`src/inc/pmc_pkg.sv`:
```
// Purpose: shared constants and types of the privilege mode control block
// Assumes: one clock, synchronous active high reset
// Notes: bit-band bases are plain defaults for parameters; bit-band span and region figures are used directly
package pmc_pkg;
    // execution states, one-hot
    typedef enum logic [2:0] {
        PMC_PRIV_THREAD = 3'b001,
        PMC_USER_THREAD = 3'b010,
        PMC_HANDLER = 3'b100
    } pmc_state_t;

    typedef logic [2:0] pmc_cause_t;

    // mode control register layout and reset value
    localparam int CTRL_W = 2;
    localparam int CTRL_LVL_BIT = 0;
    localparam int CTRL_SP_BIT = 1;
    localparam logic [1:0] CTRL_RST = 2'h0;

    // stack pointers: word aligned, low bits ignored
    localparam int SP_W = 32;
    localparam int SP_LOW_BITS = 2;
    localparam logic [31:0] SP_RST = 32'h0000_0000;

    // restricted access classes, one bit each
    localparam int ACC_W = 4;
    localparam int ACC_PRIV_INSTR = 0;
    localparam int ACC_SPECIAL = 1;
    localparam int ACC_CONFIG = 2;
    localparam int ACC_DEBUG = 3;

    // fault causes
    localparam pmc_cause_t FLT_NONE = 3'h0;
    localparam pmc_cause_t FLT_ACCESS = 3'h1;
    localparam pmc_cause_t FLT_CTRL_WR = 3'h2;
    localparam pmc_cause_t FLT_ISA = 3'h3;

    // exception nesting depth counter width
    localparam int NEST_W = 4;

    // address map: 32-bit space, region index in the top bits
    localparam int ADDR_W = 32;
    localparam int REGION_MSB = 31;
    localparam int REGION_LSB = 29;
    localparam logic [2:0] REGION_CODE_LAST = 3'h0;
    localparam logic [2:0] REGION_DATA_LAST = 3'h1;
    localparam logic [2:0] BUS_CODE = 3'b001;
    localparam logic [2:0] BUS_DATA = 3'b010;
    localparam logic [2:0] BUS_PERIPH = 3'b100;

    // bit-band alias window and its target
    localparam logic [31:0] BB_ALIAS_BASE = 32'h3200_0000;
    localparam logic [31:0] BB_TARGET_BASE = 32'h3000_0000;
    localparam int BB_SPAN_BITS = 25;
    localparam int BB_BIT_W = 5;

    // access sizes
    localparam logic [1:0] SIZE_BYTE = 2'h0;
    localparam logic [1:0] SIZE_HALF = 2'h1;
endpackage

```
`src/inc/pmc_link_if.sv`:
```
// Purpose: carrier between the mode control top and its two helpers
// Assumes: all signals on the core clock
// Notes: stack bank side is clocked, address map side is combinational
`timescale 1ns/1ps
interface pmc_link_if;
    logic sp_wr;
    logic [31:0] sp_wdata;
    logic sel_psp;
    logic [31:0] active_sp;
    logic [31:0] addr;
    logic [1:0] size;
    logic [2:0] bus_sel;
    logic bb_hit;
    logic [31:0] bb_word;
    logic [4:0] bb_bit;
    logic unaligned;

    modport ctrl (
        output sp_wr, sp_wdata, sel_psp, addr, size,
        input active_sp, bus_sel, bb_hit, bb_word, bb_bit, unaligned
    );
    modport bank (
        input sp_wr, sp_wdata, sel_psp,
        output active_sp
    );
    modport map (
        input addr, size,
        output bus_sel, bb_hit, bb_word, bb_bit, unaligned
    );
endinterface

```
`src/verilog/pmc_addr_map.sv`:
```
// Purpose: region decode, bit-band alias translation, alignment flag
// Assumes: combinational, one address per cycle
// Notes: unaligned accesses are flagged only, never refused
`timescale 1ns/1ps
module pmc_addr_map #(
    parameter logic [31:0] BB_ALIAS = pmc_pkg::BB_ALIAS_BASE,
    parameter logic [31:0] BB_TARGET = pmc_pkg::BB_TARGET_BASE
) (
    pmc_link_if.map link
);
    logic [2:0] region_w;
    logic [31:0] bb_off_w;

    // one bus each for code (region 0) and data (region 1), one shared by regions 2 to 7, so the three run in parallel
    assign region_w = link.addr[pmc_pkg::REGION_MSB:pmc_pkg::REGION_LSB];
    assign link.bus_sel = (region_w <= pmc_pkg::REGION_CODE_LAST) ?
                              pmc_pkg::BUS_CODE :
                          (region_w <= pmc_pkg::REGION_DATA_LAST) ?
                              pmc_pkg::BUS_DATA :
                              pmc_pkg::BUS_PERIPH;

    // each alias word stands for one bit of the target window
    assign bb_off_w = link.addr - BB_ALIAS;
    assign link.bb_hit = bb_off_w[31:pmc_pkg::BB_SPAN_BITS] == '0;
    assign link.bb_word = BB_TARGET +
        {12'h000, bb_off_w[pmc_pkg::BB_SPAN_BITS-1:7], 2'h0};
    assign link.bb_bit = bb_off_w[6:2];

    // byte access is never misaligned; flag only, data goes through
    assign link.unaligned = (link.size == pmc_pkg::SIZE_BYTE) ? 1'b0 :
                            (link.size == pmc_pkg::SIZE_HALF) ?
                                link.addr[0] :
                                (link.addr[1:0] != 2'h0);
endmodule // pmc_addr_map

```
`src/verilog/pmc_mode_ctrl.sv`:
```
// Purpose: privilege level, thread/handler mode and stack selection
// Assumes: single clock, reset pin low active, exception events as pulses
// Notes: all outputs registered; active pointer lags its cause two cycles
`timescale 1ns/1ps
// Notes on behaviour
// - only privileged thread, user thread, handler
// - exception means handler, privileged; else thread
// - user level restricted access faults, blocked
// - privileged level grants everything, no fault
// - two stack pointers, either one active
// - only compact mixed encodings; classic faults
// - bit-band alias gives atomic bit access
// - unaligned loads and stores accepted
// - 32-bit map, regions on separate buses
// - low reset pin holds reset; pull-up outside
// - process pointer only in user thread
// - bit0 level, bit1 stack; bit1 zero handler
module pmc_mode_ctrl #(
    parameter int NEST_W = pmc_pkg::NEST_W
) (
    input wire logic clk_i,
    input wire logic reset_i,
    input wire logic external_reset_n_i,
    input wire logic exc_entry_i,
    input wire logic exc_return_i,
    input wire logic ctrl_wr_i,
    input wire logic [1:0] ctrl_wdata_i,
    input wire logic sp_wr_i,
    input wire logic [31:0] sp_wdata_i,
    input wire logic acc_valid_i,
    input wire logic [3:0] acc_class_i,
    input wire logic instr_valid_i,
    input wire logic instr_classic_i,
    input wire logic mem_valid_i,
    input wire logic [31:0] mem_addr_i,
    input wire logic [1:0] mem_size_i,
    output logic [2:0] state_o,
    output logic privileged_o,
    output logic handler_o,
    output logic [1:0] ctrl_o,
    output logic [31:0] active_sp_o,
    output logic sp_process_o,
    output logic acc_grant_o,
    output logic fault_o,
    output logic [2:0] fault_cause_o,
    output logic mem_valid_o,
    output logic [2:0] bus_sel_o,
    output logic [31:0] bus_addr_o,
    output logic bitband_o,
    output logic [4:0] bb_bit_o,
    output logic unaligned_o
);
    localparam logic [NEST_W-1:0] NEST_ONE = {{(NEST_W-1){1'b0}}, 1'b1};
    localparam logic [NEST_W-1:0] NEST_ZERO = {NEST_W{1'b0}};
    localparam logic [NEST_W-1:0] NEST_FULL = {NEST_W{1'b1}};

    pmc_link_if link ();

    // reset pin synchroniser; first stage read by the second only
    logic xr_meta_q;
    logic xr_sync_q;
    logic rst_w;

    pmc_pkg::pmc_state_t state_q;
    pmc_pkg::pmc_state_t state_d;
    pmc_pkg::pmc_state_t thread_st_w;
    logic [1:0] ctrl_q;
    logic [1:0] ctrl_d;
    logic [NEST_W-1:0] depth_q;
    logic [NEST_W-1:0] depth_d;
    logic user_w;
    logic handler_w;
    logic handler_d_w;
    logic ret_w;
    logic last_ret_w;
    logic ctrl_ok_w;
    logic drop_w;
    logic isa_flt_w;
    logic acc_blk_w;
    logic ctl_blk_w;
    pmc_pkg::pmc_cause_t cause_d;
    logic sel_psp_w;
    logic [31:0] sp_mask_w;
    logic [4:0] bb_bit_w;

    logic priv_q;
    logic handler_q;
    logic [1:0] ctrl_view_q;
    logic [31:0] active_sp_q;
    logic sp_proc_q;
    logic grant_q;
    logic fault_q;
    pmc_pkg::pmc_cause_t cause_q;
    logic mem_valid_q;
    logic [2:0] bus_sel_q;
    logic [31:0] bus_addr_q;
    logic bb_q;
    logic [4:0] bb_bit_q;
    logic unal_q;

    // two flops on the pin; the outside pull-up keeps it high when idle
    always_ff @(posedge clk_i) begin
        if (reset_i) begin
            xr_meta_q <= 1'b0;
            xr_sync_q <= 1'b0;
        end else begin
            xr_meta_q <= external_reset_n_i;
            xr_sync_q <= xr_meta_q;
        end
    end
    assign rst_w = reset_i | ~xr_sync_q;

    // state decode
    assign user_w = state_q == pmc_pkg::PMC_USER_THREAD;
    assign handler_w = state_q == pmc_pkg::PMC_HANDLER;
    assign thread_st_w = ctrl_q[pmc_pkg::CTRL_LVL_BIT] ?
        pmc_pkg::PMC_USER_THREAD : pmc_pkg::PMC_PRIV_THREAD;

    // a return with no exception open is dropped
    assign ret_w = exc_return_i && (depth_q != NEST_ZERO);
    assign last_ret_w = ret_w && !exc_entry_i && (depth_q == NEST_ONE);

    // control writes: privileged only, stack bit forced low in handler
    assign ctrl_ok_w = ctrl_wr_i && !user_w;
    assign ctrl_d = ctrl_ok_w ?
        {ctrl_wdata_i[pmc_pkg::CTRL_SP_BIT] & ~handler_w,
         ctrl_wdata_i[pmc_pkg::CTRL_LVL_BIT]} : ctrl_q;
    assign drop_w = (state_q == pmc_pkg::PMC_PRIV_THREAD) && ctrl_ok_w &&
                    ctrl_wdata_i[pmc_pkg::CTRL_LVL_BIT];

    // next state: entry beats return; user never climbs on its own
    assign state_d = exc_entry_i ? pmc_pkg::PMC_HANDLER :
                     last_ret_w ? thread_st_w :
                     drop_w ? pmc_pkg::PMC_USER_THREAD :
                     state_q;
    assign handler_d_w = state_d == pmc_pkg::PMC_HANDLER;

    // nesting depth, saturating at the top
    assign depth_d = (exc_entry_i && !ret_w && depth_q != NEST_FULL) ?
                         depth_q + NEST_ONE :
                     (ret_w && !exc_entry_i) ? depth_q - NEST_ONE :
                     depth_q;

    always_ff @(posedge clk_i) begin
        if (rst_w) begin
            state_q <= pmc_pkg::PMC_PRIV_THREAD;
            ctrl_q <= pmc_pkg::CTRL_RST;
            depth_q <= NEST_ZERO;
        end else begin
            state_q <= state_d;
            ctrl_q <= ctrl_d;
            depth_q <= depth_d;
        end
    end

    // fault decode; an encoding fault outranks an access fault
    assign isa_flt_w = instr_valid_i && instr_classic_i;
    assign acc_blk_w = acc_valid_i && user_w && (|acc_class_i);
    assign ctl_blk_w = ctrl_wr_i && user_w;
    assign cause_d = isa_flt_w ? pmc_pkg::FLT_ISA :
                     acc_blk_w ? pmc_pkg::FLT_ACCESS :
                     ctl_blk_w ? pmc_pkg::FLT_CTRL_WR :
                     pmc_pkg::FLT_NONE;

    // process pointer needs user thread and the stack bit both
    assign sel_psp_w = user_w && ctrl_q[pmc_pkg::CTRL_SP_BIT];
    assign link.sel_psp = sel_psp_w;
    assign link.sp_wr = sp_wr_i;
    assign link.sp_wdata = sp_wdata_i;
    assign link.addr = mem_addr_i;
    assign link.size = mem_size_i;

    pmc_sp_bank u_bank (
        .clk_i(clk_i),
        .rst_i(rst_w),
        .link(link)
    );

    pmc_addr_map u_map (
        .link(link)
    );

    // level, handler and control view follow the next state so they agree with state_o
    always_ff @(posedge clk_i) begin
        if (rst_w) begin
            priv_q <= 1'b1;
            handler_q <= 1'b0;
            ctrl_view_q <= pmc_pkg::CTRL_RST;
            active_sp_q <= pmc_pkg::SP_RST;
            sp_proc_q <= 1'b0;
        end else begin
            priv_q <= state_d != pmc_pkg::PMC_USER_THREAD;
            handler_q <= handler_d_w;
            ctrl_view_q <= {ctrl_d[pmc_pkg::CTRL_SP_BIT] & ~handler_d_w,
                            ctrl_d[pmc_pkg::CTRL_LVL_BIT]};
            active_sp_q <= link.active_sp;
            sp_proc_q <= sel_psp_w;
        end
    end

    // access answer and fault pulse, one cycle after the request
    always_ff @(posedge clk_i) begin
        if (rst_w) begin
            grant_q <= 1'b0;
            fault_q <= 1'b0;
            cause_q <= pmc_pkg::FLT_NONE;
        end else begin
            grant_q <= acc_valid_i && !acc_blk_w;
            fault_q <= cause_d != pmc_pkg::FLT_NONE;
            cause_q <= cause_d;
        end
    end

    // memory route: alias hits go out as their target word
    always_ff @(posedge clk_i) begin
        if (rst_w) begin
            mem_valid_q <= 1'b0;
            bus_sel_q <= 3'h0;
            bus_addr_q <= 32'h0000_0000;
            bb_q <= 1'b0;
            bb_bit_q <= 5'h00;
            unal_q <= 1'b0;
        end else begin
            mem_valid_q <= mem_valid_i;
            bus_sel_q <= mem_valid_i ? link.bus_sel : 3'h0;
            bus_addr_q <= link.bb_hit ? link.bb_word : mem_addr_i;
            bb_q <= mem_valid_i && link.bb_hit;
            bb_bit_q <= link.bb_bit;
            unal_q <= mem_valid_i && link.unaligned;
        end
    end

    assign state_o = state_q;
    assign privileged_o = priv_q;
    assign handler_o = handler_q;
    assign ctrl_o = ctrl_view_q;
    assign active_sp_o = active_sp_q;
    assign sp_process_o = sp_proc_q;
    assign acc_grant_o = grant_q;
    assign fault_o = fault_q;
    assign fault_cause_o = cause_q;
    assign mem_valid_o = mem_valid_q;
    assign bus_sel_o = bus_sel_q;
    assign bus_addr_o = bus_addr_q;
    assign bitband_o = bb_q;
    assign bb_bit_o = bb_bit_q;
    assign unaligned_o = unal_q;

    // helpers read only by the checks
    assign sp_mask_w = {sp_wdata_i[31:2], 2'h0};
    assign bb_bit_w = mem_addr_i[6:2];
endmodule // pmc_mode_ctrl

```
`src/verilog/pmc_sp_bank.sv`:
```
// Purpose: banked main and process stack pointers
// Assumes: synchronous reset, selection given by the mode logic
// Notes: the active pointer is a plain mux, registered by the top
`timescale 1ns/1ps
module pmc_sp_bank (
    input wire logic clk_i,
    input wire logic rst_i,
    pmc_link_if.bank link
);
    logic [31:0] main_stack_pointer_q;
    logic [31:0] process_stack_pointer_q;
    logic [31:0] wmask_w;

    // low bits always read as zero, so the pointer stays word aligned
    assign wmask_w = {link.sp_wdata[31:pmc_pkg::SP_LOW_BITS],
                      {pmc_pkg::SP_LOW_BITS{1'b0}}};
    assign link.active_sp = link.sel_psp ? process_stack_pointer_q
                                         : main_stack_pointer_q;

    // writes land in whichever pointer is active now
    always_ff @(posedge clk_i) begin
        if (rst_i) begin
            main_stack_pointer_q <= pmc_pkg::SP_RST;
            process_stack_pointer_q <= pmc_pkg::SP_RST;
        end else if (link.sp_wr) begin
            if (link.sel_psp) begin
                process_stack_pointer_q <= wmask_w;
            end else begin
                main_stack_pointer_q <= wmask_w;
            end
        end
    end
endmodule // pmc_sp_bank
```
`config.mk`:
```
export PLATFORM = sky130hd
export DESIGN_NAME = pmc_mode_ctrl
export DESIGN_NICKNAME = d
export VERILOG_FILES = /design/src/inc/pmc_pkg.sv /design/src/inc/pmc_link_if.sv /design/src/verilog/pmc_addr_map.sv /design/src/verilog/pmc_mode_ctrl.sv /design/src/verilog/pmc_sp_bank.sv
export SDC_FILE = /design/constraint.sdc
export NUM_CORES = 1
export LEC_CHECK = 0
export ABC_AREA = 1
export ABC_CLOCK_PERIOD_IN_PS = 3800
export BUFFER_PORTS_ARGS = -buffer_cell sky130_fd_sc_hd__buf_2
export CAP_MARGIN = 30
export CORE_MARGIN = 2
export CORE_UTILIZATION = 35
export DETAILED_ROUTE_END_ITERATION = 12
export PLACE_DENSITY = 0.56
export SLEW_MARGIN = 20
export SYNTH_ARGS = -nofsm -noshare
export SYNTH_HDL_FRONTEND = slang
export SYNTH_SLANG_ARGS = --single-unit
```
`constraint.sdc`:
```
create_clock -name clk_i -period 3.8 [get_ports clk_i]
set_input_delay 0.19 -clock clk_i [delete_from_list [all_inputs] [get_ports clk_i]]
set_output_delay 0.19 -clock clk_i [all_outputs]
set_load 0.01 [all_outputs]
```
==> results of run 1 <==
[area by class of cell]
cell class / count / area [sq um]
repair buffers: 181 / 991.0
fillers: 1472 / 8117
well taps: 188 / 235.2
clock buffers: 21 / 460.4
multi-input cells: 368 / 1805
flip-flops and latches: 152 / 3043
inverters: 75 / 281.5
clock inverters: 11 / 100.1
[path summary, 6_finish.rpt]
path	cells past startpoint	startpoint	slack (ps)	endpoint
setup / recovery	8	state_o[0]	1330	u_bank.main_stack_pointer_q[9]
setup reg to reg	8	state_o[0]	1330	u_bank.main_stack_pointer_q[9]
hold / removal	3	sp_wdata_i[18]	20	u_bank.main_stack_pointer_q[18]
hold reg to reg	2	xr_meta_q	400	xr_sync_q
[logic make-up after synthesis]
kind of cell	share of synthesized area
flops	0.5729
fa+ha+maj	0.007068
simple gates	0.1416
other cells	0.0007060
buf+inv	0.08858
compound gates	0.1892
[per-layer routing]
layer,wire (um),GRT usage
met5,0,0
met4,224,0.06658
met3,984,0.05402
met2,6083,0.2796
met1,5509,0.1761
[state kept, by name, summed over array words and instances (netlist names)]
| signal | flops |
|---|---|
| fault_o | 1 |
| sp_process_o | 1 |
| active_sp_o | 30 |
| mem_valid_o | 1 |
| ctrl_q | 2 |
| u_bank.main_stack_pointer_q | 30 |
| state_o | 3 |
| xr_sync_q | 1 |
| depth_q | 4 |
| bb_bit_o | 5 |
| bus_sel_o | 3 |
| privileged_o | 1 |
| unaligned_o | 1 |
| handler_o | 1 |
| u_bank.process_stack_pointer_q | 30 |
| fault_cause_o | 2 |
| acc_grant_o | 1 |
| xr_meta_q | 1 |
| ctrl_o | 1 |
| bus_addr_o | 32 |
| bitband_o | 1 |
[worst register-to-register path, stage by stage, from the launching register on]
cell and delay, ps:
dfxtp_1 340, inv_1 100, nand3_2 120, nor2_4 430, inv_2 90, nand2_2 510, inv_2 460, nor2_1 220
nor2_1 70
[cells in the mapped netlist]
cell	instances	share of area
clkinv_1	1	0.00071
nor2_8	1	0.0038
clkbuf_1	21	0.015
or2_1	1	0.0012
nand3_1	9	0.0085
inv_2	7	0.0049
nand2_1	16	0.011
buf_6	2	0.0042
nor2_1	111	0.078
nand3_2	4	0.0075
nor2_4	3	0.0064
a31oi_1	2	0.0024
inv_1	67	0.047
o21bai_1	1	0.0014
buf_1	2	0.0014
a21oi_1	82	0.077
nand2_2	6	0.0071
o21ai_2	1	0.0016
conb_1	1	0.00071
o21ai_0	102	0.096
nor3_1	2	0.0019
nor2_2	4	0.0047
nand4_1	3	0.0035
nor3_4	1	0.0031
ha_1	3	0.0071
buf_2	10	0.0094
o21ai_1	11	0.010
nand2_4	2	0.0042
buf_4	4	0.0057
dfxtp_1	152	0.57
[power groups by stage]
stage                     Sequential (mW)  Combinational (mW)  Clock, mW
after floorplan                      1.65              0.0660          0
after global placement               1.65               0.140          0
after detailed placement             1.65               0.143          0
after CTS                            1.61               0.154       1.61
after global routing                 1.61               0.171       1.69
final                                1.61               0.153       1.57
[per-stage QoR]
step	hold slack (ps)	utilization	power, mW	setup slack, ps
final	20.85	0.4601	3.337	1335
after global placement	373.8	0.4128	1.789	1331
after CTS	0.2945	0.4601	3.383	1265
after detailed placement	385.1	0.4141	1.792	1286
after floorplan	261.2	-	1.719	2407
after global routing	8.405	0.4601	3.472	1111
==> results.py, run 1 <==
metrics = {
    "outcome": {
        "outcome": "finished clean",
    },
    "worst_setup_path": {
        "cp_slowest_stage_delay_ps": 510,
        "critPathTopFamily": "simple AND/OR/NAND/NOR gates",
        "slowest_stage": "nand2_2",
        "crit_fanout": 31,
        "cp.required_ps": 4100,
        "path_cells": "inv_1 -> nand3_2 -> nor2_4 -> inv_2 -> nand2_2 -> inv_2 -> nor2_1 -> nor2_1",
        "cp_data_arrival_time_ps": 2760,
        "crit_buf_inv": 3,
        "end_kind": "flop",
        "critical_path_class": "flop to flop",
        "worst_setup_path_start_kind": "flop",
    },
    "place": {
        "port_buffers": 165,
        "dp_hpwl_mm": 8.610,
        "gp_congestion": 0.8032,
        "dp.cells": 951,
        "place_area_sq_um": 6226,
    },
    "sta": {
        "tightest_slew_ps": 783.0,
        "fmax_mhz": 405.6,
        "setup_viol": 0,
        "hold_viol": 0,
        "relSlewSlack": 0.4780,
        "drv_slew": 0,
        "tns_ps": 0,
        "min_period_over_period": 0.6487,
        "period_needed_ps": 2465,
        "rsz0062_at_grt": "false",
        "clock_skew_ps": 4.476,
    },
    "pwr": {
        "peakVddDrop_mv": 0.2860,
        "p_sw_uw": 731.2,
        "p_comb_frac": 0.046,
        "p_leak_nw": 3.150,
        "sequentialPowerShare": 0.484,
        "power.internal_mw": 2.606,
        "p_clk_frac": 0.471,
        "power_density_nw_per_um2": 482.5,
        "p_sw_frac": 0.2191,
    },
    "die": {
        "dieArea_sq_um": 16180,
        "die_x_um": 127.2,
        "boundaryPins": 171,
        "start_util": 0.3533,
        "coreArea_sq_um": 15030,
        "placementRows": 45,
        "die_h_um": 127.2,
    },
    "cts": {
        "htree_levels": 4,
        "cts_tree": "yes",
        "cts_buffers": 17,
        "clk_latency_ps": 410,
        "cts.sinks": 152,
        "cts_buffer_depth": 2,
        "clockRootBuffer": "clkbuf_16",
        "clkTransAtPathRegs_ps": 60,
        "cts_resized": 0,
        "cts-hold-fix-buffers": 13,
        "post_cts_buffers": 0,
    },
    "route": {
        "via_count": 4564,
        "routed_wl_mm": 12.80,
        "vias_per_cell": 4.582,
        "dr.pass1.iters": 4,
        "drc_errors": 0,
        "dr.first_iter.drc_count": 123,
        "route.antenna.remaining_nets": 0,
        "wl_per_cell_um": 12.85,
    },
    "final_layout": {
        "syn_to_final_growth_pct": 30.22,
        "stdcell_area_sq_um": 6917,
        "layout_common_cells": "165 x buf_2, 152 x dfxtp_1, 111 x nor2_1",
        "drive_gt1_frac": 0.2809,
        "final_common_cell": "buf_2",
        "antenna_cells": 0,
        "nNetsFinal": 881,
        "final_cells": 996,
    },
    "synth": {
        "synthCells": 632,
        "synth.yosys.seq_area_share": 0.5729,
        "netlist_area_sq_um": 5311,
        "syn_area_per_cell_sq_um": 8.404,
        "yosysWarnings": 0,
        "yosys_register_bits": 152,
        "synth_cell_types": 30,
    },
    "min_path": {
        "min_path_type": "input pin to flop",
    },
    "grt": {
        "grt_pass1_vias": 4419,
        "grt_max_degree": 97,
        "grt-ovfl-total": 0,
        "antenna_found_initial": 0,
        "grt_pass1_wl_mm": 20.47,
        "track_usage": 0.1591,
    },
    "run": {
        "cap_viol_max_count": 0,
    },
}
No activity file was read; power rests on OpenSTA's default activity.
==> inputs of run 2 (changes only) <==
--- a/config.mk
+++ b/config.mk
@@ -6,7 +6,7 @@
 export NUM_CORES = 1
 export LEC_CHECK = 0
 export ABC_AREA = 1
-export ABC_CLOCK_PERIOD_IN_PS = 3800
+export ABC_CLOCK_PERIOD_IN_PS = 2400
 export BUFFER_PORTS_ARGS = -buffer_cell sky130_fd_sc_hd__buf_2
 export CAP_MARGIN = 30
 export CORE_MARGIN = 2
==> constraint.sdc (replaced) <==
create_clock -name clk_i -period 2.4 [get_ports clk_i]
set_input_delay 0.12 -clock clk_i [delete_from_list [all_inputs] [get_ports clk_i]]
set_output_delay 0.12 -clock clk_i [all_outputs]
set_load 0.01 [all_outputs]
==> run 2 against run 1 <==
Clock power up 69%. Non-clock buffer count is 65 higher. Cell count rose by 6.5%. Critical path type is now input pin to flop. Via count grew 6.1%. Clock skew hardly changed. Largest power group is now clock. Wire length increased by 1.2%. Design area rose by 9.8%.
==> results.py, run 2 (synthesis gave the netlist of run 1 again) <==
metrics = {
    "outcome": {
        "outcome": "finished clean",
    },
    "route": {
        "vias_per_cell": 4.563,
        "wl_met3_um": 758,
        "wl_per_cell_um": 12.21,
        "dr.first_iter.drc_count": 163,
        "drc_errors": 0,
        "route.antenna.remaining_nets": 0,
        "m1WireLength_mm": 5.685,
        "routed_wl_mm": 12.95,
        "dr.pass1.iters": 4,
        "via_count": 4841,
        "routed.top_layer": "met4",
        "dr_wl_met2_mm": 6.250,
    },
    "cts": {
        "post_cts_buffers": 0,
        "cts-hold-fix-buffers": 73,
        "clockRootBuffer": "clkbuf_16",
        "clkTransAtPathRegs_ps": 60,
        "cts_buffer_depth": 2,
        "cts_buffers": 17,
        "clk_latency_ps": 410,
        "htree_levels": 4,
        "cts.sinks": 152,
        "cts_tree": "yes",
        "cts_resized": 0,
    },
    "worst_setup_path": {
        "r2r_cells": 7,
        "worst_setup_path_start_kind": "input pin",
        "end_kind": "flop",
        "cp.required_ps": 2690,
        "regToRegStartpoint": "state_o[1]",
        "ff2ff_setup_slack_ps": 690,
        "critical_path_class": "input pin to flop",
        "cp_data_arrival_time_ps": 2450,
        "crit_fanout": 20,
        "reg2reg_to": "u_bank.main_stack_pointer_q[8]",
    },
    "die": {
        "die_h_um": 127.2,
        "coreArea_sq_um": 15030,
        "boundaryPins": 171,
        "die_x_um": 127.2,
        "dieArea_sq_um": 16180,
        "placementRows": 45,
        "start_util": 0.3533,
    },
    "sta": {
        "period_needed_ps": 2153,
        "tns_ps": 0,
        "min_period_over_period": 0.8972,
        "tightest_slew_ps": 603.8,
        "rsz0062_at_grt": "false",
        "relSlewSlack": 0.5969,
        "hold_viol": 0,
        "drv_slew": 0,
        "setup_viol": 0,
        "clock_skew_ps": 4.720,
        "fmax_mhz": 464.4,
    },
    "place": {
        "port_buffers": 165,
        "gp_congestion": 0.8039,
        "dp_hpwl_mm": 8.505,
        "dp.cells": 956,
    },
    "pwr": {
        "peakVddDrop_mv": 0.4370,
        "power_density_nw_per_um2": 728.0,
        "p_leak_nw": 3.455,
    },
    "min_path": {
        "worstHoldStart": "mem_addr_i[11]",
        "min_to": "bus_addr_o[6]",
        "whs_path_depth": 3,
        "min_path_type": "input pin to flop",
    },
    "final_layout": {
        "syn_to_final_growth_pct": 42.94,
        "nNetsFinal": 946,
        "largest_reg_flops": 32,
        "fin_util": 0.5050,
        "final_cells": 1061,
        "antenna_cells": 0,
        "fillerInstances": 1406,
        "drive_gt1_frac": 0.2658,
        "final_common_cell": "buf_2",
        "layout_common_cells": "165 x buf_2, 152 x dfxtp_1, 111 x nor2_1",
    },
    "run": {
        "cap_viol_max_count": 0,
    },
    "grt": {
        "track_usage": 0.1646,
        "grt_pass1_vias": 4643,
        "grt_max_degree": 61,
        "antenna_found_initial": 0,
        "grt_pass1_wl_mm": 21.45,
        "grt-ovfl-total": 0,
    },
}
==> run 2: changes by cell type in the layout (fill, tap and decap cells not counted) <==
cell | before | now
bufinv_16 | 1 | 3
dlygate4sd3_1 | 13 | 73
clkbuf_8 | 2 | 1
buf_4 | 2 | 7
clkinv_4 | 2 | 1
==> run 2: layer usage <==
layer / global-route usage / vias up
met3: 0.04146 / 22
met2: 0.2891 / 159
li1: - / 2483
met4: 0.07563 / 0
met5: 0 / -
met1: 0.1885 / 2177
==> run 2: power breakdown <==
group / leakage, nW / internal (mW) / switching, mW
Combinational: 1.95 / 0.165 / 0.152
Clock: 0.278 / 1.66 / 0.998
Sequential: 1.23 / 2.55 / 0.00843
==> run 2: per-stage QoR <==
| step | area (sq um) | power (mW) | setup WS, ps | hold slack, ps |
|---|---|---|---|---|
| floorplan | 5319 | 2.722 | 1007 | 191.2 |
| finish | 7592 | 5.527 | 246.6 | 28.37 |
| global placement | 6264 | 2.834 | 654.8 | 303.4 |
| detailed placement | 6264 | 2.838 | 629.3 | 315.4 |
| CTS | 7592 | 5.605 | 295.8 | 2.897 |
| global route | 7592 | 5.754 | 70.80 | 58.14 |
==> run 2: worst max path at each step <==
stage / from / end / slack [ps] / cells past startpoint
CTS: mem_addr_i[30] / bus_addr_o[13] / 300 / 11
floorplan: depth_q[0] / privileged_o / 1010 / 8
global route: mem_addr_i[30] / bus_addr_o[10] / 70 / 11
global placement: mem_addr_i[30] / bus_addr_o[23] / 650 / 9
detailed placement: mem_addr_i[30] / bus_addr_o[27] / 630 / 9
finish: mem_addr_i[30] / bus_addr_o[13] / 250 / 11
==> run 2: cell type report <==
type | instances | area (sq um) | area share
multi-input cells | 368 | 1805 | 0.2378
clock buffers | 20 | 446.7 | 0.05883
well taps | 188 | 235.2 | 0.03098
inverters | 75 | 281.5 | 0.03708
repair buffers | 246 | 1629 | 0.2146
clock inverters | 12 | 151.4 | 0.01994
flip-flops and latches | 152 | 3043 | 0.4008
==> run 2: critical path, cell delays in order <==
cell and delay (ps):
dlygate4sd3_1 540, buf_2 130, nor2_2 130, inv_2 50, nor2_2 80, inv_2 50, nor2_4 330, inv_2 250
nor2_1 150, nor2_1 50, dlygate4sd3_1 550
==> inputs of run 3 (changes only) <==
--- a/config.mk
+++ b/config.mk
@@ -6,13 +6,14 @@
 export NUM_CORES = 1
 export LEC_CHECK = 0
 export ABC_AREA = 1
-export ABC_CLOCK_PERIOD_IN_PS = 2400
+export ABC_CLOCK_PERIOD_IN_PS = 2700
 export BUFFER_PORTS_ARGS = -buffer_cell sky130_fd_sc_hd__buf_2
 export CAP_MARGIN = 30
 export CORE_MARGIN = 2
 export CORE_UTILIZATION = 35
 export DETAILED_ROUTE_END_ITERATION = 12
 export PLACE_DENSITY = 0.56
+export REMOVE_ABC_BUFFERS = 1
 export SLEW_MARGIN = 20
 export SYNTH_ARGS = -nofsm -noshare
 export SYNTH_HDL_FRONTEND = slang
==> constraint.sdc (replaced) <==
create_clock -name clk_i -period 2.7 [get_ports clk_i]
set_input_delay 0.135 -clock clk_i [delete_from_list [all_inputs] [get_ports clk_i]]
set_output_delay 0.135 -clock clk_i [all_outputs]
set_load 0.01 [all_outputs]
==> run 3 against run 2 <==
Hold slack worse by 6.8 ps. Critical path depth did not move. Critical endpoint is now bus_addr_o[6]. Clock skew up 1.9 ps. Cell count down 0.47%. Wire length increased by 2.1%. Largest power group is now sequential cells. Register-to-register slack improved by 200 ps. Highest routed layer unchanged. Clock power shrank 14%. Global-route usage up 0.27 points. Flip-flop and latch count did not move. Core utilization down 0.45 points. Die area stayed put. Via count shrank 0.33%.
==> results.py, run 3 (synthesis gave the netlist of run 1 again) <==
metrics = {
    "outcome": {
        "outcome": "finished clean",
    },
    "worst_setup_path": {
        "cp_common_cell": "inv_2",
        "cp_slowest_stage_delay_ps": 560,
        "crit_fanout": 20,
        "cp_data_arrival_time_ps": 2540,
        "worst_setup_path_start_kind": "input pin",
        "cp.required_ps": 3000,
        "end_kind": "flop",
        "critical_path_class": "input pin to flop",
        "slowest_stage": "dlygate4sd3_1",
        "critPathTopFamily": "buffers and inverters",
        "path_cells": "dlygate4sd3_1 -> buf_2 -> nor2_2 -> inv_2 -> nor2_2 -> inv_2 -> nor2_4 -> inv_2 -> o21ai_0 -> a21oi_1 -> dlygate4sd3_1",
        "crit_buf_inv": 6,
    },
    "final_layout": {
        "drive_gt1_frac": 0.2684,
        "layout_common_cells": "165 x buf_2, 152 x dfxtp_1, 111 x nor2_1",
        "final_common_cell": "buf_2",
        "fillerInstances": 1450,
        "nNetsFinal": 941,
        "antenna_cells": 0,
        "syn_to_final_growth_pct": 41.67,
        "fin_util": 0.5005,
        "largest_reg_flops": 32,
    },
    "pwr": {
        "p_leak_nw": 3.435,
        "power_density_nw_per_um2": 640.4,
        "peakVddDrop_mv": 0.4325,
    },
    "route": {
        "dr.first_iter.drc_count": 172,
        "wl_per_cell_um": 12.52,
        "route.antenna.remaining_nets": 0,
        "via_count": 4825,
        "vias_per_cell": 4.569,
        "routed_wl_mm": 13.22,
        "dr.pass1.iters": 4,
        "drc_errors": 0,
    },
    "place": {
        "dp_hpwl_mm": 8.550,
        "port_buffers": 165,
        "gp_congestion": 0.7413,
    },
    "sta": {
        "fmax_mhz": 445.9,
        "setup_viol": 0,
        "rsz0062_at_grt": "false",
        "clock_skew_ps": 6.597,
        "drv_slew": 0,
        "period_needed_ps": 2242,
        "relSlewSlack": 0.5733,
        "hold_viol": 0,
        "min_period_over_period": 0.8305,
        "tightest_slew_ps": 636.2,
        "tns_ps": 0,
    },
    "cts": {
        "cts_tree": "yes",
        "clk_latency_ps": 420,
        "cts_buffers": 17,
        "clockRootBuffer": "clkbuf_16",
        "cts.sinks": 152,
        "htree_levels": 4,
        "cts_buffer_depth": 2,
        "clkTransAtPathRegs_ps": 60,
        "cts_resized": 0,
        "post_cts_buffers": 0,
    },
    "die": {
        "die_h_um": 127.2,
        "dieArea_sq_um": 16180,
        "coreArea_sq_um": 15030,
        "placementRows": 45,
        "boundaryPins": 171,
        "start_util": 0.3533,
        "die_x_um": 127.2,
    },
    "grt": {
        "grt_pass1_wl_mm": 21.38,
        "grt_max_degree": 80,
        "grt-ovfl-total": 0,
        "grt_pass1_vias": 4600,
        "antenna_found_initial": 0,
        "track_usage": 0.1673,
    },
    "min_path": {
        "min_path_type": "input pin to flop",
    },
    "run": {
        "cap_viol_max_count": 0,
    },
}
-- run 3: changes by cell type in the layout (fill, tap and decap cells not counted) --
cell	previous run	this run
buf_4	7	6
clkbuf_1	2	0
clkinv_2	3	4
dlygate4sd3_1	73	69
bufinv_16	3	1
clkinvlp_4	5	4
clkbuf_8	1	4
clkinv_4	1	2
-- run 3: report_power, final --
| group | internal (mW) | total (mW) | leakage (nW) | switching (mW) |
|---|---|---|---|---|
| registers | 2.26 | 2.27 | 1.23 | 0.00766 |
| logic | 0.142 | 0.276 | 1.93 | 0.134 |
| clock network | 1.36 | 2.27 | 0.277 | 0.911 |
-- run 3: routing by layer --
metal / part of all wire / wire (um) / track usage
met5: 0 / 0 / 0
met3: 0.068 / 898 / 0.05235
met1: 0.45 / 5903 / 0.1940
met4: 0.013 / 170 / 0.06658
met2: 0.47 / 6245 / 0.2884
-- run 3: metrics by stage --
step	cells	setup slack [ps]	area, sq um	hold WS, ps	total power [mW]
6_report	1056	457.6	7525	21.55	4.819
4_1_cts	1056	523.7	7525	8.521	4.888
3_5_place_dp	955	870.9	6256	330.6	2.526
3_3_place_gp	955	877.5	6256	326.0	2.520
5_1_grt	1056	278.6	7525	23.68	5.011
2_1_floorplan	595	403.9	5130	206.2	2.409
-- run 3: what timing repair did --
action,4_1_cts,5_1_grt
hold buffers,69,0
setup endpoints to repair,0,0
endpoints found under the hold margin,79,0
-- run 3: final cells by class --
cell class / instances / area (sq um) / share of cell area
Clock inverter: 11 / 97.59 / 0.01297
Clock buffer: 21 / 480.5 / 0.06385
Sequential cell: 152 / 3043 / 0.4044
Timing Repair Buffer: 241 / 1582 / 0.2102
Inverter: 75 / 281.5 / 0.03741
Multi-Input combinational cell: 368 / 1805 / 0.2399
Tap cell: 188 / 235.2 / 0.03126
-- run 3: path summary, 6_finish.rpt --
check / start / to / slack [ps] / cells past startpoint
max: mem_addr_i[30] / bus_addr_o[6] / 460 / 11
min: sp_wdata_i[16] / u_bank.main_stack_pointer_q[16] / 20 / 3
max reg2reg: xr_sync_q / bus_addr_o[6] / 890 / 6
min reg2reg: xr_meta_q / xr_sync_q / 410 / 2
-- run 3: worst register-to-register path: cells and delay by family (launching register included) --
kind,cells,cell delay [ps]
AO/OA/AOI/OAI,2,260
buffers and inverters,3,920
flip-flops,1,310
AND/OR/NAND/NOR,1,280
